[src/rtl/vpqfa_pkg.sv]
`default_nettype none
package vpqfa_pkg;
  // ****************************************
  // register numbers and selects
  // ****************************************
  localparam logic [4:0] FAULT_ADDR_REG = 5'h08;
  localparam logic [4:0] ENTRY_HIGH_REG = 5'h0a;
  localparam logic [4:0] COUNTER_CTL_REG = 5'h19;
  localparam logic [4:0] THIRD_CONFIG_REG = 5'h10;
  localparam logic [2:0] THIRD_CONFIG_SEL = 3'h3;
  localparam int NUM_COUNTERS = 4;
  // ****************************************
  // field layout
  // ****************************************
  localparam int EVCTX_HI = 24;
  localparam int EVCTX_LO = 23;
  localparam int QUAL_EXL_BIT = 0;
  localparam int QUAL_K_BIT = 1;
  localparam int QUAL_S_BIT = 2;
  localparam int QUAL_U_BIT = 3;
  localparam int CAP_LPA_BIT = 7;
  localparam int UPN_HI = 58;
  localparam int UPN_LO = 32;
  localparam int UPN_W = UPN_HI - UPN_LO + 1;
  localparam logic [1:0] EVCTX_RESET = 2'h0;
  localparam logic [31:0] CTL_RESET = 32'h0000_0000;
  localparam logic [31:0] CTL_KEEP_MASK = 32'h0000_001f;
  // ****************************************
  // event context encodings
  // ****************************************
  localparam logic [1:0] EVCTX_ROOT = 2'h0;
  localparam logic [1:0] EVCTX_ROOT_INTV = 2'h1;
  localparam logic [1:0] EVCTX_GUEST = 2'h2;
  localparam logic [1:0] EVCTX_GUEST_INTV = 2'h3;
  typedef enum logic [1:0] {
    VPQFA_CTX_ROOT,
    VPQFA_CTX_INTV,
    VPQFA_CTX_GUEST
  } vpqfa_ctx_type;
endpackage
`default_nettype wire

[src/rtl/vpqfa_counter_gate.sv]
`default_nettype none
module vpqfa_counter_gate (
  input wire logic mclk,
  input wire logic rst,
  input wire logic wr,
  input wire logic root_mode,
  input wire logic [31:0] wdata,
  input wire vpqfa_pkg::vpqfa_ctx_type ctx,
  input wire logic user_mode,
  input wire logic super_mode,
  input wire logic kernel_mode,
  input wire logic exl_root,
  input wire logic event_in,
  output logic [31:0] ctl,
  output logic count_en
);
  logic [1:0] sel;
  logic qual_ok;
  logic ctx_ok;
  assign sel = ctl[vpqfa_pkg::EVCTX_HI:vpqfa_pkg::EVCTX_LO];
  assign qual_ok = (ctx == vpqfa_pkg::VPQFA_CTX_INTV) ?
    ctl[vpqfa_pkg::QUAL_EXL_BIT] :
    ((user_mode & ctl[vpqfa_pkg::QUAL_U_BIT]) |
     (super_mode & ctl[vpqfa_pkg::QUAL_S_BIT]) |
     (kernel_mode & ~exl_root & ctl[vpqfa_pkg::QUAL_K_BIT]) |
     (exl_root & ctl[vpqfa_pkg::QUAL_EXL_BIT]));
  assign ctx_ok =
    (sel == vpqfa_pkg::EVCTX_ROOT) ? (ctx == vpqfa_pkg::VPQFA_CTX_ROOT) :
    (sel == vpqfa_pkg::EVCTX_ROOT_INTV) ?
      (ctx == vpqfa_pkg::VPQFA_CTX_INTV) :
    (sel == vpqfa_pkg::EVCTX_GUEST) ? (ctx == vpqfa_pkg::VPQFA_CTX_GUEST) :
    (ctx != vpqfa_pkg::VPQFA_CTX_ROOT);
  always_ff @(posedge mclk) begin
    if (rst) begin
      ctl <= vpqfa_pkg::CTL_RESET;
      count_en <= 1'b0;
    end else begin
      if (wr) begin
        ctl <= wdata & vpqfa_pkg::CTL_KEEP_MASK;
        if (root_mode) begin
          ctl[vpqfa_pkg::EVCTX_HI:vpqfa_pkg::EVCTX_LO] <=
            wdata[vpqfa_pkg::EVCTX_HI:vpqfa_pkg::EVCTX_LO];
        end else begin
          // guest write must not wipe the root setting
          ctl[vpqfa_pkg::EVCTX_HI:vpqfa_pkg::EVCTX_LO] <=
            ctl[vpqfa_pkg::EVCTX_HI:vpqfa_pkg::EVCTX_LO];
        end
      end
      count_en <= event_in & ctx_ok & qual_ok;
    end
  end
endmodule
`default_nettype wire

[src/rtl/vpqfa_regs.sv]
`default_nettype none
module vpqfa_regs (
  input wire logic mclk,
  input wire logic rst,
  input wire logic guest_running_flag,
  input wire logic exception_level_flag,
  input wire logic error_level_flag,
  input wire logic debug_state_flag,
  input wire logic user_mode,
  input wire logic super_mode,
  input wire logic kernel_mode,
  input wire logic [vpqfa_pkg::NUM_COUNTERS-1:0] counter_event,
  input wire logic load_address_error,
  input wire logic store_address_error,
  input wire logic translation_refill,
  input wire logic load_translation_invalid,
  input wire logic store_translation_invalid,
  input wire logic translation_modified,
  input wire logic cache_error,
  input wire logic bus_error,
  input wire logic watch_exception,
  input wire logic [63:0] fault_va,
  input wire logic translation_read,
  input wire logic [63:0] translation_read_hi,
  input wire logic reg_wr,
  input wire logic reg_rd,
  input wire logic high_half,
  input wire logic guest_access,
  input wire logic [4:0] reg_num,
  input wire logic [2:0] reg_sel,
  input wire logic [31:0] reg_wdata,
  output logic [31:0] reg_rdata,
  output logic [vpqfa_pkg::NUM_COUNTERS-1:0] counter_inc,
  output logic [31:0] faulting_virtual_address_hi,
  output logic [31:0] faulting_virtual_address_lo,
  output logic [vpqfa_pkg::UPN_W-1:0] upper_page_number
);
  // ****************************************
  // context classification
  // ****************************************
  logic root_flags;
  vpqfa_pkg::vpqfa_ctx_type ctx;
  logic root_mode;
  assign root_flags = exception_level_flag | error_level_flag |
    debug_state_flag;
  always_comb begin
    if (!guest_running_flag) begin
      ctx = vpqfa_pkg::VPQFA_CTX_ROOT;
    end else if (root_flags) begin
      ctx = vpqfa_pkg::VPQFA_CTX_INTV;
    end else begin
      ctx = vpqfa_pkg::VPQFA_CTX_GUEST;
    end
  end
  assign root_mode = !guest_access && (ctx != vpqfa_pkg::VPQFA_CTX_GUEST);
  // ****************************************
  // counter controls
  // ****************************************
  logic [31:0] ctl [vpqfa_pkg::NUM_COUNTERS];
  logic [31:0] ctl_rd [vpqfa_pkg::NUM_COUNTERS];
  logic ctl_hit;
  assign ctl_hit = (reg_num == vpqfa_pkg::COUNTER_CTL_REG) && !high_half &&
    ({1'b0, reg_sel[2:1]} < 3'(vpqfa_pkg::NUM_COUNTERS));
  genvar gi;
  generate
    for (gi = 0; gi < vpqfa_pkg::NUM_COUNTERS; gi++) begin : g_ctr
      vpqfa_counter_gate u_gate (
        .mclk(mclk),
        .rst(rst),
        .wr(reg_wr && ctl_hit && (reg_sel[2:1] == 2'(gi)) && !reg_sel[0]),
        .root_mode(root_mode),
        .wdata(reg_wdata),
        .ctx(ctx),
        .user_mode(user_mode),
        .super_mode(super_mode),
        .kernel_mode(kernel_mode),
        .exl_root(exception_level_flag),
        .event_in(counter_event[gi]),
        .ctl(ctl[gi]),
        .count_en(counter_inc[gi])
      );
      assign ctl_rd[gi] = root_mode ? ctl[gi] :
        (ctl[gi] & ~(32'h0000_0003 << vpqfa_pkg::EVCTX_LO));
    end
  endgenerate
  // ****************************************
  // faulting address
  // ****************************************
  logic fault_capture;
  assign fault_capture = (load_address_error | store_address_error |
    translation_refill | load_translation_invalid |
    store_translation_invalid | translation_modified) &
    ~(cache_error | bus_error | watch_exception);
  always_ff @(posedge mclk) begin
    if (fault_capture) begin
      faulting_virtual_address_hi <= fault_va[63:32];
    end
  end
  always_ff @(posedge mclk) begin
    if (rst) begin
      faulting_virtual_address_lo <= 32'h0000_0000;
    end else if (fault_capture) begin
      faulting_virtual_address_lo <= fault_va[31:0];
    end
  end
  // ****************************************
  // entry high extension
  // ****************************************
  logic ehi_hit;
  assign ehi_hit = (reg_num == vpqfa_pkg::ENTRY_HIGH_REG) &&
    (reg_sel == 3'h0) && high_half && !guest_access;
  always_ff @(posedge mclk) begin
    if (fault_capture) begin
      upper_page_number <= fault_va[vpqfa_pkg::UPN_HI:vpqfa_pkg::UPN_LO];
    end else if (translation_read) begin
      upper_page_number <=
        translation_read_hi[vpqfa_pkg::UPN_HI:vpqfa_pkg::UPN_LO];
    end else if (reg_wr && ehi_hit) begin
      upper_page_number <= reg_wdata[vpqfa_pkg::UPN_W-1:0];
    end
  end
  // ****************************************
  // read mux
  // ****************************************
  logic [31:0] next_rdata;
  logic [31:0] cap_word;
  assign cap_word = 32'h0000_0001 << vpqfa_pkg::CAP_LPA_BIT;
  // high half only by high moves
  assign next_rdata =
    (reg_num == vpqfa_pkg::COUNTER_CTL_REG && ctl_hit && !reg_sel[0]) ?
      ctl_rd[reg_sel[2:1]] :
    (reg_num == vpqfa_pkg::FAULT_ADDR_REG && reg_sel == 3'h0) ?
      (high_half ? faulting_virtual_address_hi :
        faulting_virtual_address_lo) :
    ehi_hit ? {{(32 - vpqfa_pkg::UPN_W){1'b0}}, upper_page_number} :
    (reg_num == vpqfa_pkg::THIRD_CONFIG_REG && !high_half &&
     reg_sel == vpqfa_pkg::THIRD_CONFIG_SEL && !guest_access) ?
      cap_word : 32'h0000_0000;
  always_ff @(posedge mclk) begin
    if (rst) begin
      reg_rdata <= 32'h0000_0000;
    end else if (reg_rd) begin
      reg_rdata <= next_rdata;
    end
  end
  // ****************************************
  // checks
  // ****************************************
  property p_evctx_guest_ro;
    @(posedge mclk) disable iff (rst)
      (reg_wr && ctl_hit && !root_mode && reg_sel == 3'h0) |=>
      $stable(ctl[0][vpqfa_pkg::EVCTX_HI:vpqfa_pkg::EVCTX_LO]);
  endproperty
  a_evctx_guest_ro: assert property (p_evctx_guest_ro)
    else $error("context field changed outside root");
  property p_root_count;
    @(posedge mclk) disable iff (rst)
      (counter_event[0] && guest_running_flag &&
       ctl[0][vpqfa_pkg::EVCTX_HI:vpqfa_pkg::EVCTX_LO] == 2'h0)
      |=> !counter_inc[0];
  endproperty
  a_root_count: assert property (p_root_count)
    else $error("root setting counted in guest");
  property p_guest_count;
    @(posedge mclk) disable iff (rst)
      (counter_event[0] && ctl[0][vpqfa_pkg::EVCTX_HI] &&
       !guest_running_flag)
      |=> !counter_inc[0];
  endproperty
  a_guest_count: assert property (p_guest_count)
    else $error("guest setting counted in root");
  property p_class_root;
    @(posedge mclk) disable iff (rst)
      !guest_running_flag |-> ctx == vpqfa_pkg::VPQFA_CTX_ROOT;
  endproperty
  a_class_root: assert property (p_class_root)
    else $error("root event misclassified");
  property p_class_intv;
    @(posedge mclk) disable iff (rst)
      (guest_running_flag && root_flags) |->
      ctx == vpqfa_pkg::VPQFA_CTX_INTV;
  endproperty
  a_class_intv: assert property (p_class_intv)
    else $error("intervention misclassified");
  property p_class_guest;
    @(posedge mclk) disable iff (rst)
      (ctx == vpqfa_pkg::VPQFA_CTX_GUEST) |->
      (guest_running_flag && !root_flags);
  endproperty
  a_class_guest: assert property (p_class_guest)
    else $error("guest misclassified");
  property p_no_event;
    @(posedge mclk) disable iff (rst)
      !counter_event[1] |=> !counter_inc[1];
  endproperty
  a_no_event: assert property (p_no_event)
    else $error("count without event");
  property p_fault_cap;
    @(posedge mclk) disable iff (rst)
      fault_capture |=> faulting_virtual_address_lo == $past(fault_va[31:0]);
  endproperty
  a_fault_cap: assert property (p_fault_cap)
    else $error("fault address not captured");
  property p_fault_hold;
    @(posedge mclk) disable iff (rst)
      (!fault_capture && (bus_error || cache_error || watch_exception))
      |=> $stable(faulting_virtual_address_lo);
  endproperty
  a_fault_hold: assert property (p_fault_hold)
    else $error("fault address changed by excluded fault");
endmodule
`default_nettype wire

[config.mk]
export PLATFORM = sky130hd
export DESIGN_NAME = vpqfa_regs
export DESIGN_NICKNAME = d
export VERILOG_FILES = /design/src/rtl/vpqfa_pkg.sv /design/src/rtl/vpqfa_counter_gate.sv /design/src/rtl/vpqfa_regs.sv
export SDC_FILE = /design/constraint.sdc
export NUM_CORES = 1
export LEC_CHECK = 0
export ABC_AREA = 1
export BUFFER_PORTS_ARGS = -buffer_cell sky130_fd_sc_hd__buf_2
export CORE_MARGIN = 3
export CORE_UTILIZATION = 43
export DETAILED_ROUTE_END_ITERATION = 6
export HOLD_SLACK_MARGIN = 0.1
export PLACE_DENSITY = 0.73
export SETUP_SLACK_MARGIN = 0.4
export SYNTH_ARGS = -nofsm -noshare
export SYNTH_HDL_FRONTEND = slang
export SYNTH_HIERARCHICAL = 1
export SYNTH_SLANG_ARGS = --single-unit
[constraint.sdc]
create_clock -name mclk -period 5.9 [get_ports mclk]
set_clock_uncertainty 0.15 [all_clocks]
set_input_delay 1.18 -clock mclk [delete_from_list [all_inputs] [get_ports mclk]]
set_output_delay 1.18 -clock mclk [all_outputs]
set_load 0.1 [all_outputs]
After elaboration in Yosys (flattened, before gate mapping). Cells that the tools add are included. Widths: inputs -> output; s select.

Order comparisons: 1. Equal/unequal tests: 19. Multiplexer cells: 33. Bitwise operators: 50. Reduce and logical (&&, ||, !) cells: 37.

Operators by type and width (number): $mux 32 (5); $mux 27 (4); $mux 25 (4); $bmux 32 s2 (1); $and 1x1->1 (26); $logic_and 1x1->1 (21); $or 1x1->1 (21); $mux 1 (16); $eq 2x2->1 const B (7); $eq 2x1->1 const B (6); $logic_not 2->1 (6); $eq 5x4->1 const B (2); $eq 5x5->1 const B (2); $mux 8 (1); $reduce_and 2->1 (4); $mux 2 (2); $eq 3x2->1 const B (1); $ge 3x3->1 const B (1); $logic_not 1->1 (3); $logic_not 3->1 (1); $not 2->3 (1); $reduce_bool 3->1 (1); $ne 2x2->1 const B (1); $not 1->1 (2); $reduce_bool 2->1 (1).

Register bits after elaboration: 155. Logic and storage cells: 156.

Depth between registers and ports, before layout.
Depth after elaboration: 11. Gate-level depth with buffers: 11. Mapped depth without buffers: 10.

Modules after synthesis. Netlist, hierarchy kept.

By module, submodules not included: vpqfa_regs (times used 1, cells an instance 920, area an instance 6697.7 um^2, sequential area each 3052.9 um^2); vpqfa_counter_gate (times used 4, cells an instance 81, area an instance 556.8 um^2, sequential area each 160.2 um^2).

Worst setup path after synthesis. No wires, ideal clock.

Path kind: input -> register. Start: in reg_sel[2]. End: reg upper_page_number[0] in the netlist's numbering, enable pin. Setup time: 0.419 ns. Data arrival time: 3.119 ns. Data required time: 5.331 ns. Setup slack: 2.212 ns. Stages: 6. Cell sequence: buf_2 -> inv_2 -> nand3_4 -> nor2_8 -> nand2_2 -> o211ai_1.

Longest elaborated chain between the ends: 6.

RTL lines: from (decl) (RTL line vpqfa_regs.sv:30) `input wire logic [2:0] reg_sel,`; $logic_not 3->1 (RTL line vpqfa_regs.sv:111) `(reg_sel == 3'h0) && high_half && !guest_access;`; $logic_and 1x1->1 (RTL line vpqfa_regs.sv:110) `assign ehi_hit = (reg_num == vpqfa_pkg::ENTRY_HIGH_REG) &&`; $logic_and 1x1->1 (2 in a row) (RTL line vpqfa_regs.sv:111); $logic_and 1x1->1 (RTL line vpqfa_regs.sv:118) `end else if (reg_wr && ehi_hit) begin`; $reduce_bool 3->1 (no source line); to (signal assigned) (RTL line vpqfa_regs.sv:114) `upper_page_number <= fault_va[vpqfa_pkg::UPN_HI:vpqfa_pkg::UPN_LO];`; to (signal assigned) (RTL line vpqfa_regs.sv:116) `upper_page_number <=`; to (signal assigned) (RTL line vpqfa_regs.sv:119) `upper_page_number <= reg_wdata[vpqfa_pkg::UPN_W-1:0];`; to (decl) (RTL line vpqfa_regs.sv:36) `output logic [vpqfa_pkg::UPN_W-1:0] upper_page_number`.

Every way passes these cells. A chain may end at the register's enable or synchronous reset.

Final worst setup path.
Start: in reg_sel[2]. End: reg g_ctr[0].u_gate.ctl[3].

Longest elaborated chain between the ends: 3.

RTL lines: $logic_not 2->1 (RTL line vpqfa_regs.sv:70) `.wr(reg_wr && ctl_hit && (reg_sel[2:1] == 2'(gi)) && !reg_sel[0]),`; $logic_and 1x1->1 (2 in a row) (RTL line vpqfa_regs.sv:70); to (signal assigned) (RTL line vpqfa_counter_gate.sv:39) `ctl <= wdata & vpqfa_pkg::CTL_KEEP_MASK;`; to (signal, indexed assignment) (RTL line vpqfa_counter_gate.sv:41) `ctl[vpqfa_pkg::EVCTX_HI:vpqfa_pkg::EVCTX_LO] <=`; to (signal, indexed assignment) (RTL line vpqfa_counter_gate.sv:45) `ctl[vpqfa_pkg::EVCTX_HI:vpqfa_pkg::EVCTX_LO] <=`; to (decl) (RTL line vpqfa_counter_gate.sv:14) `output logic [31:0] ctl,`.

Every way passes these cells.

==> qor.log <==
INFO  route          antenna_left=0
INFO  place          pre_cts_ws=1.978ns
INFO  cts            cts-htree-levels=4
INFO  layout         n_antenna_cell=0
INFO  cts            cts_root_buf=clkbuf_16
INFO  power          power.share.sequential=38.8%
INFO  timing         worst_slew_margin_rel=27.04%
INFO  power          power.total=3074uW
INFO  critical_path  regToRegEndpoint=reg_rdata[2]
INFO  critical_path  worst-endpoint-arrival=3.68ns
INFO  power          swShare=34.10%
INFO  global_routing grtUsageMet3=6.208%
INFO  place          placement.io_buffers=279
INFO  global_routing met1_usage=33.24%
INFO  global_routing grt_pass1_vias=8120
INFO  route          drt-initial-drc-count=710
INFO  power          switchingPower=1048uW
INFO  route          route.detailed.wl_per_inst=16.39um
INFO  global_routing first_pass_grt_wire_length=43.95mm
INFO  die            start_util=43.97%
INFO  critical_path  r2r-start=g_ctr[2].u_gate/ctl[2]
INFO  die            die_area=0.02252mm2
INFO  layout         nets=1674
INFO  layout         layout-drive-gt1-share=23.73%
INFO  timing         final_hold_viol_count=0
INFO  timing         fin_tns_setup=0ns
INFO  cts            cts.hold.buffers_added=0
INFO  global_routing antenna_found_initial=3
INFO  place          globalplace.congestion=0.8873
INFO  die            core_region_area=0.02030mm2
INFO  cts            post_cts_resize_count=0
INFO  critical_path  crit_path_start=reg_sel[2]
INFO  yosys          syn_area_per_cell=7.174um2
INFO  yosys          post_synth_instance_area=0.008925mm2
INFO  global_routing globalRouteTotalUtil=25.12%
INFO  layout         synthToLayoutAreaGrowth=19.15%
INFO  route          number_of_detailed_route_iterations_in_the_first_pass=6
INFO  yosys          ys_seq_area_share=41.39%
INFO  yosys          flip_flop_cell_with_the_highest_count_after_synthesis=dfxtp_1
INFO  critical_path  crit_type=in2reg
INFO  critical_path  r2r.worst_path.cells=8
INFO  yosys          synth.distinct_cells=33
INFO  die            num_io_pins=322
INFO  power          power.ir.vdd_worst=0.2405mV
INFO  die            core.rowCount=52
INFO  cts            skew_pair_late_insertion_delay=0.43ns
INFO  timing         final-max-slew-violation-count=0
INFO  timing         unrepaired_setup_endpoints_after_global_routing=false
INFO  yosys          netlist_top_cells_count=nand2_1, nor2_1, o21ai_0
INFO  status         run_status=finished clean
INFO  die            die_extent_in_y=150.1um
INFO  power          clock_share_of_power=39.1%
INFO  flow_run       maxCapViolations=0
INFO  cts            tritoncts.num_buffers=17
INFO  critical_path  reg2reg_setup_slack=4.58ns
INFO  yosys          cell_taking_the_most_area_after_synthesis=dfxtp_1
INFO  timing         period_minus_slack=3.551ns
INFO  yosys          synth_top_cells_by_area=dfxtp_1, edfxtp_1, nand2_1
INFO  timing         setup_ws=2.349ns
INFO  hold_path      hold_wc_path_type=reg2reg
INFO  power          power_frac_comb=22.1%
INFO  critical_path  timing.critical_path.from_type=input port
INFO  timing         fmax=0.2816GHz
INFO  timing         tightest_slew=1.089ns
INFO  yosys          most_frequent_cell_after_synthesis=nand2_1
INFO  critical_path  crit_required=6.03ns
INFO  power          static-leakage-power=0.004827uW
INFO  yosys          total_of_flip_flops_plus_latches_after_synthesis=155
INFO  place          dp_hpwl=20.83mm
INFO  power          internal_power=2026uW
INFO  cts            tritoncts_num_sinks=155
INFO  route          routed_wirelength=28.87mm
INFO  global_routing grt_max_degree=79
INFO  critical_path  critical_path_maximum_fanout=59
INFO  yosys          synth.yosys.warnings=6
INFO  timing         finalSetupViolations=0
INFO  power          p_per_area=289.1mW/mm2
INFO  cts            cts_tree=built
INFO  timing         layout_worst_path_cycle_share=60.19%
INFO  yosys          synth_enable_flop_cells=59
INFO  yosys          postSynthCellCount=1244
INFO  route          avgViaCountPerCell=5.007
INFO  critical_path  worst_setup_path_endpoint=g_ctr[0].u_gate/ctl[3]
INFO  cts            cts.reportedPaths.clkPinSlew=0.06ns
INFO  critical_path  crit_path_end_kind=register
INFO  die            die_w=150.1um
INFO  global_routing busiest_layer=met2
INFO  yosys          synth_async_sr_flop_share=0%
INFO  route          vias=8823
INFO  global_routing met2_usage=40.30%
INFO  route          drcViolationCount=0
INFO  cts            largest_buffer_count_on_any_clock_path=2
INFO  cts            cts_setup_buffers=0
INFO  global_routing congestion_overflow_gr=0
INFO  yosys          synth_top_area_share=21.53%
[state kept, by name, indices dropped and copies added, names as in the netlist]
signal	count
g_ctr.u_gate/ctl	28
faulting_virtual_address_hi	32
faulting_virtual_address_lo	32
upper_page_number	27
reg_rdata	32
g_ctr.u_gate/count_en	4
[logic make-up after synthesis]
| kind of cell | Yosys count | share of synthesized area (%) |
|---|---|---|
| and+or+nand+nor | 542 | 24.76 |
| other | 4 | 0.1682 |
| AOI/OAI and AO/OA | 283 | 17.22 |
| muxes | 1 | 0.1122 |
| buffers and inverters | 259 | 16.36 |
| DFF | 155 | 41.39 |
[worst min path at each step]
stage | end | slack, ns | cells past startpoint | start
2_1_floorplan | g_ctr[3].u_gate/ctl[4] | 0.28 | 2 | g_ctr[3].u_gate/ctl[4]
3_3_place_gp | faulting_virtual_address_lo[21] | 0.30 | 2 | faulting_virtual_address_lo[21]
3_5_place_dp | faulting_virtual_address_lo[15] | 0.30 | 2 | faulting_virtual_address_lo[15]
4_1_cts | reg_rdata[8] | 0.31 | 2 | reg_rdata[8]
5_1_grt | reg_rdata[11] | 0.33 | 2 | reg_rdata[11]
6_report | reg_rdata[8] | 0.31 | 2 | reg_rdata[8]
[metrics by stage]
| step | hold slack, ns | cell area, um2 | util (%) | std cells |
|---|---|---|---|---|
| global placement | 0.2954 | 9992 | 49.22 | 1730 |
| finish | 0.3105 | 10630 | 52.39 | 1762 |
| floorplan | 0.2839 | 9285 | - | 1340 |
| CTS | 0.3115 | 10630 | 52.39 | 1762 |
| global route | 0.3270 | 10630 | 52.39 | 1762 |
| detailed placement | 0.3004 | 9992 | 49.22 | 1730 |
[cell type report]
type,instances,area [um2]
clock buffers,19,454.2
clock inverters,13,187.7
fillers,1988,9666
inverters,88,332.8
multi-input cells,926,4141
flip-flops and latches,155,3694
well taps,270,337.8
repair buffers,291,1486
[power by group through the flow]
stage | sequential, uW | combinational [uW] | clock, uW
floorplan | 1560 | 215 | 0
global placement | 1210 | 673 | 0
detailed placement | 1220 | 677 | 0
CTS | 1190 | 679 | 1210
global route | 1200 | 719 | 1260
finish | 1190 | 679 | 1200
[worst max-delay path, cell delays in order]
cell	delay, ns
buf_2	0.18
inv_2	0.73
nand3_4	0.18
nor3_1	0.87
inv_1	0.31
nand2_1	0.15
a21oi_1	0.07
[routing by layer]
metal / routed length, um / share of wire (%)
met3: 2395 / 8.3
met5: 39 / 0.14
met4: 765 / 2.6
met1: 12150 / 42
met2: 13530 / 47
[cells in the final DEF (no fill, tap or decap), types with 12 or more instances in the layout]
master / netlist / layout
nand3_1: 74 / 74
edfxtp_1: 59 / 59
nand2_1: 291 / 290
clkbuf_16: 0 / 18
nor2_1: 156 / 155
buf_2: 19 / 279
o21ai_1: 12 / 12
o21ai_0: 146 / 146
conb_1: 4 / 100
a31oi_1: 28 / 28
dfxtp_1: 96 / 96
buf_4: 105 / 12
a21oi_2: 13 / 13
a21oi_1: 67 / 67
inv_1: 80 / 80
No activity file was read; power rests on OpenSTA's default activity.
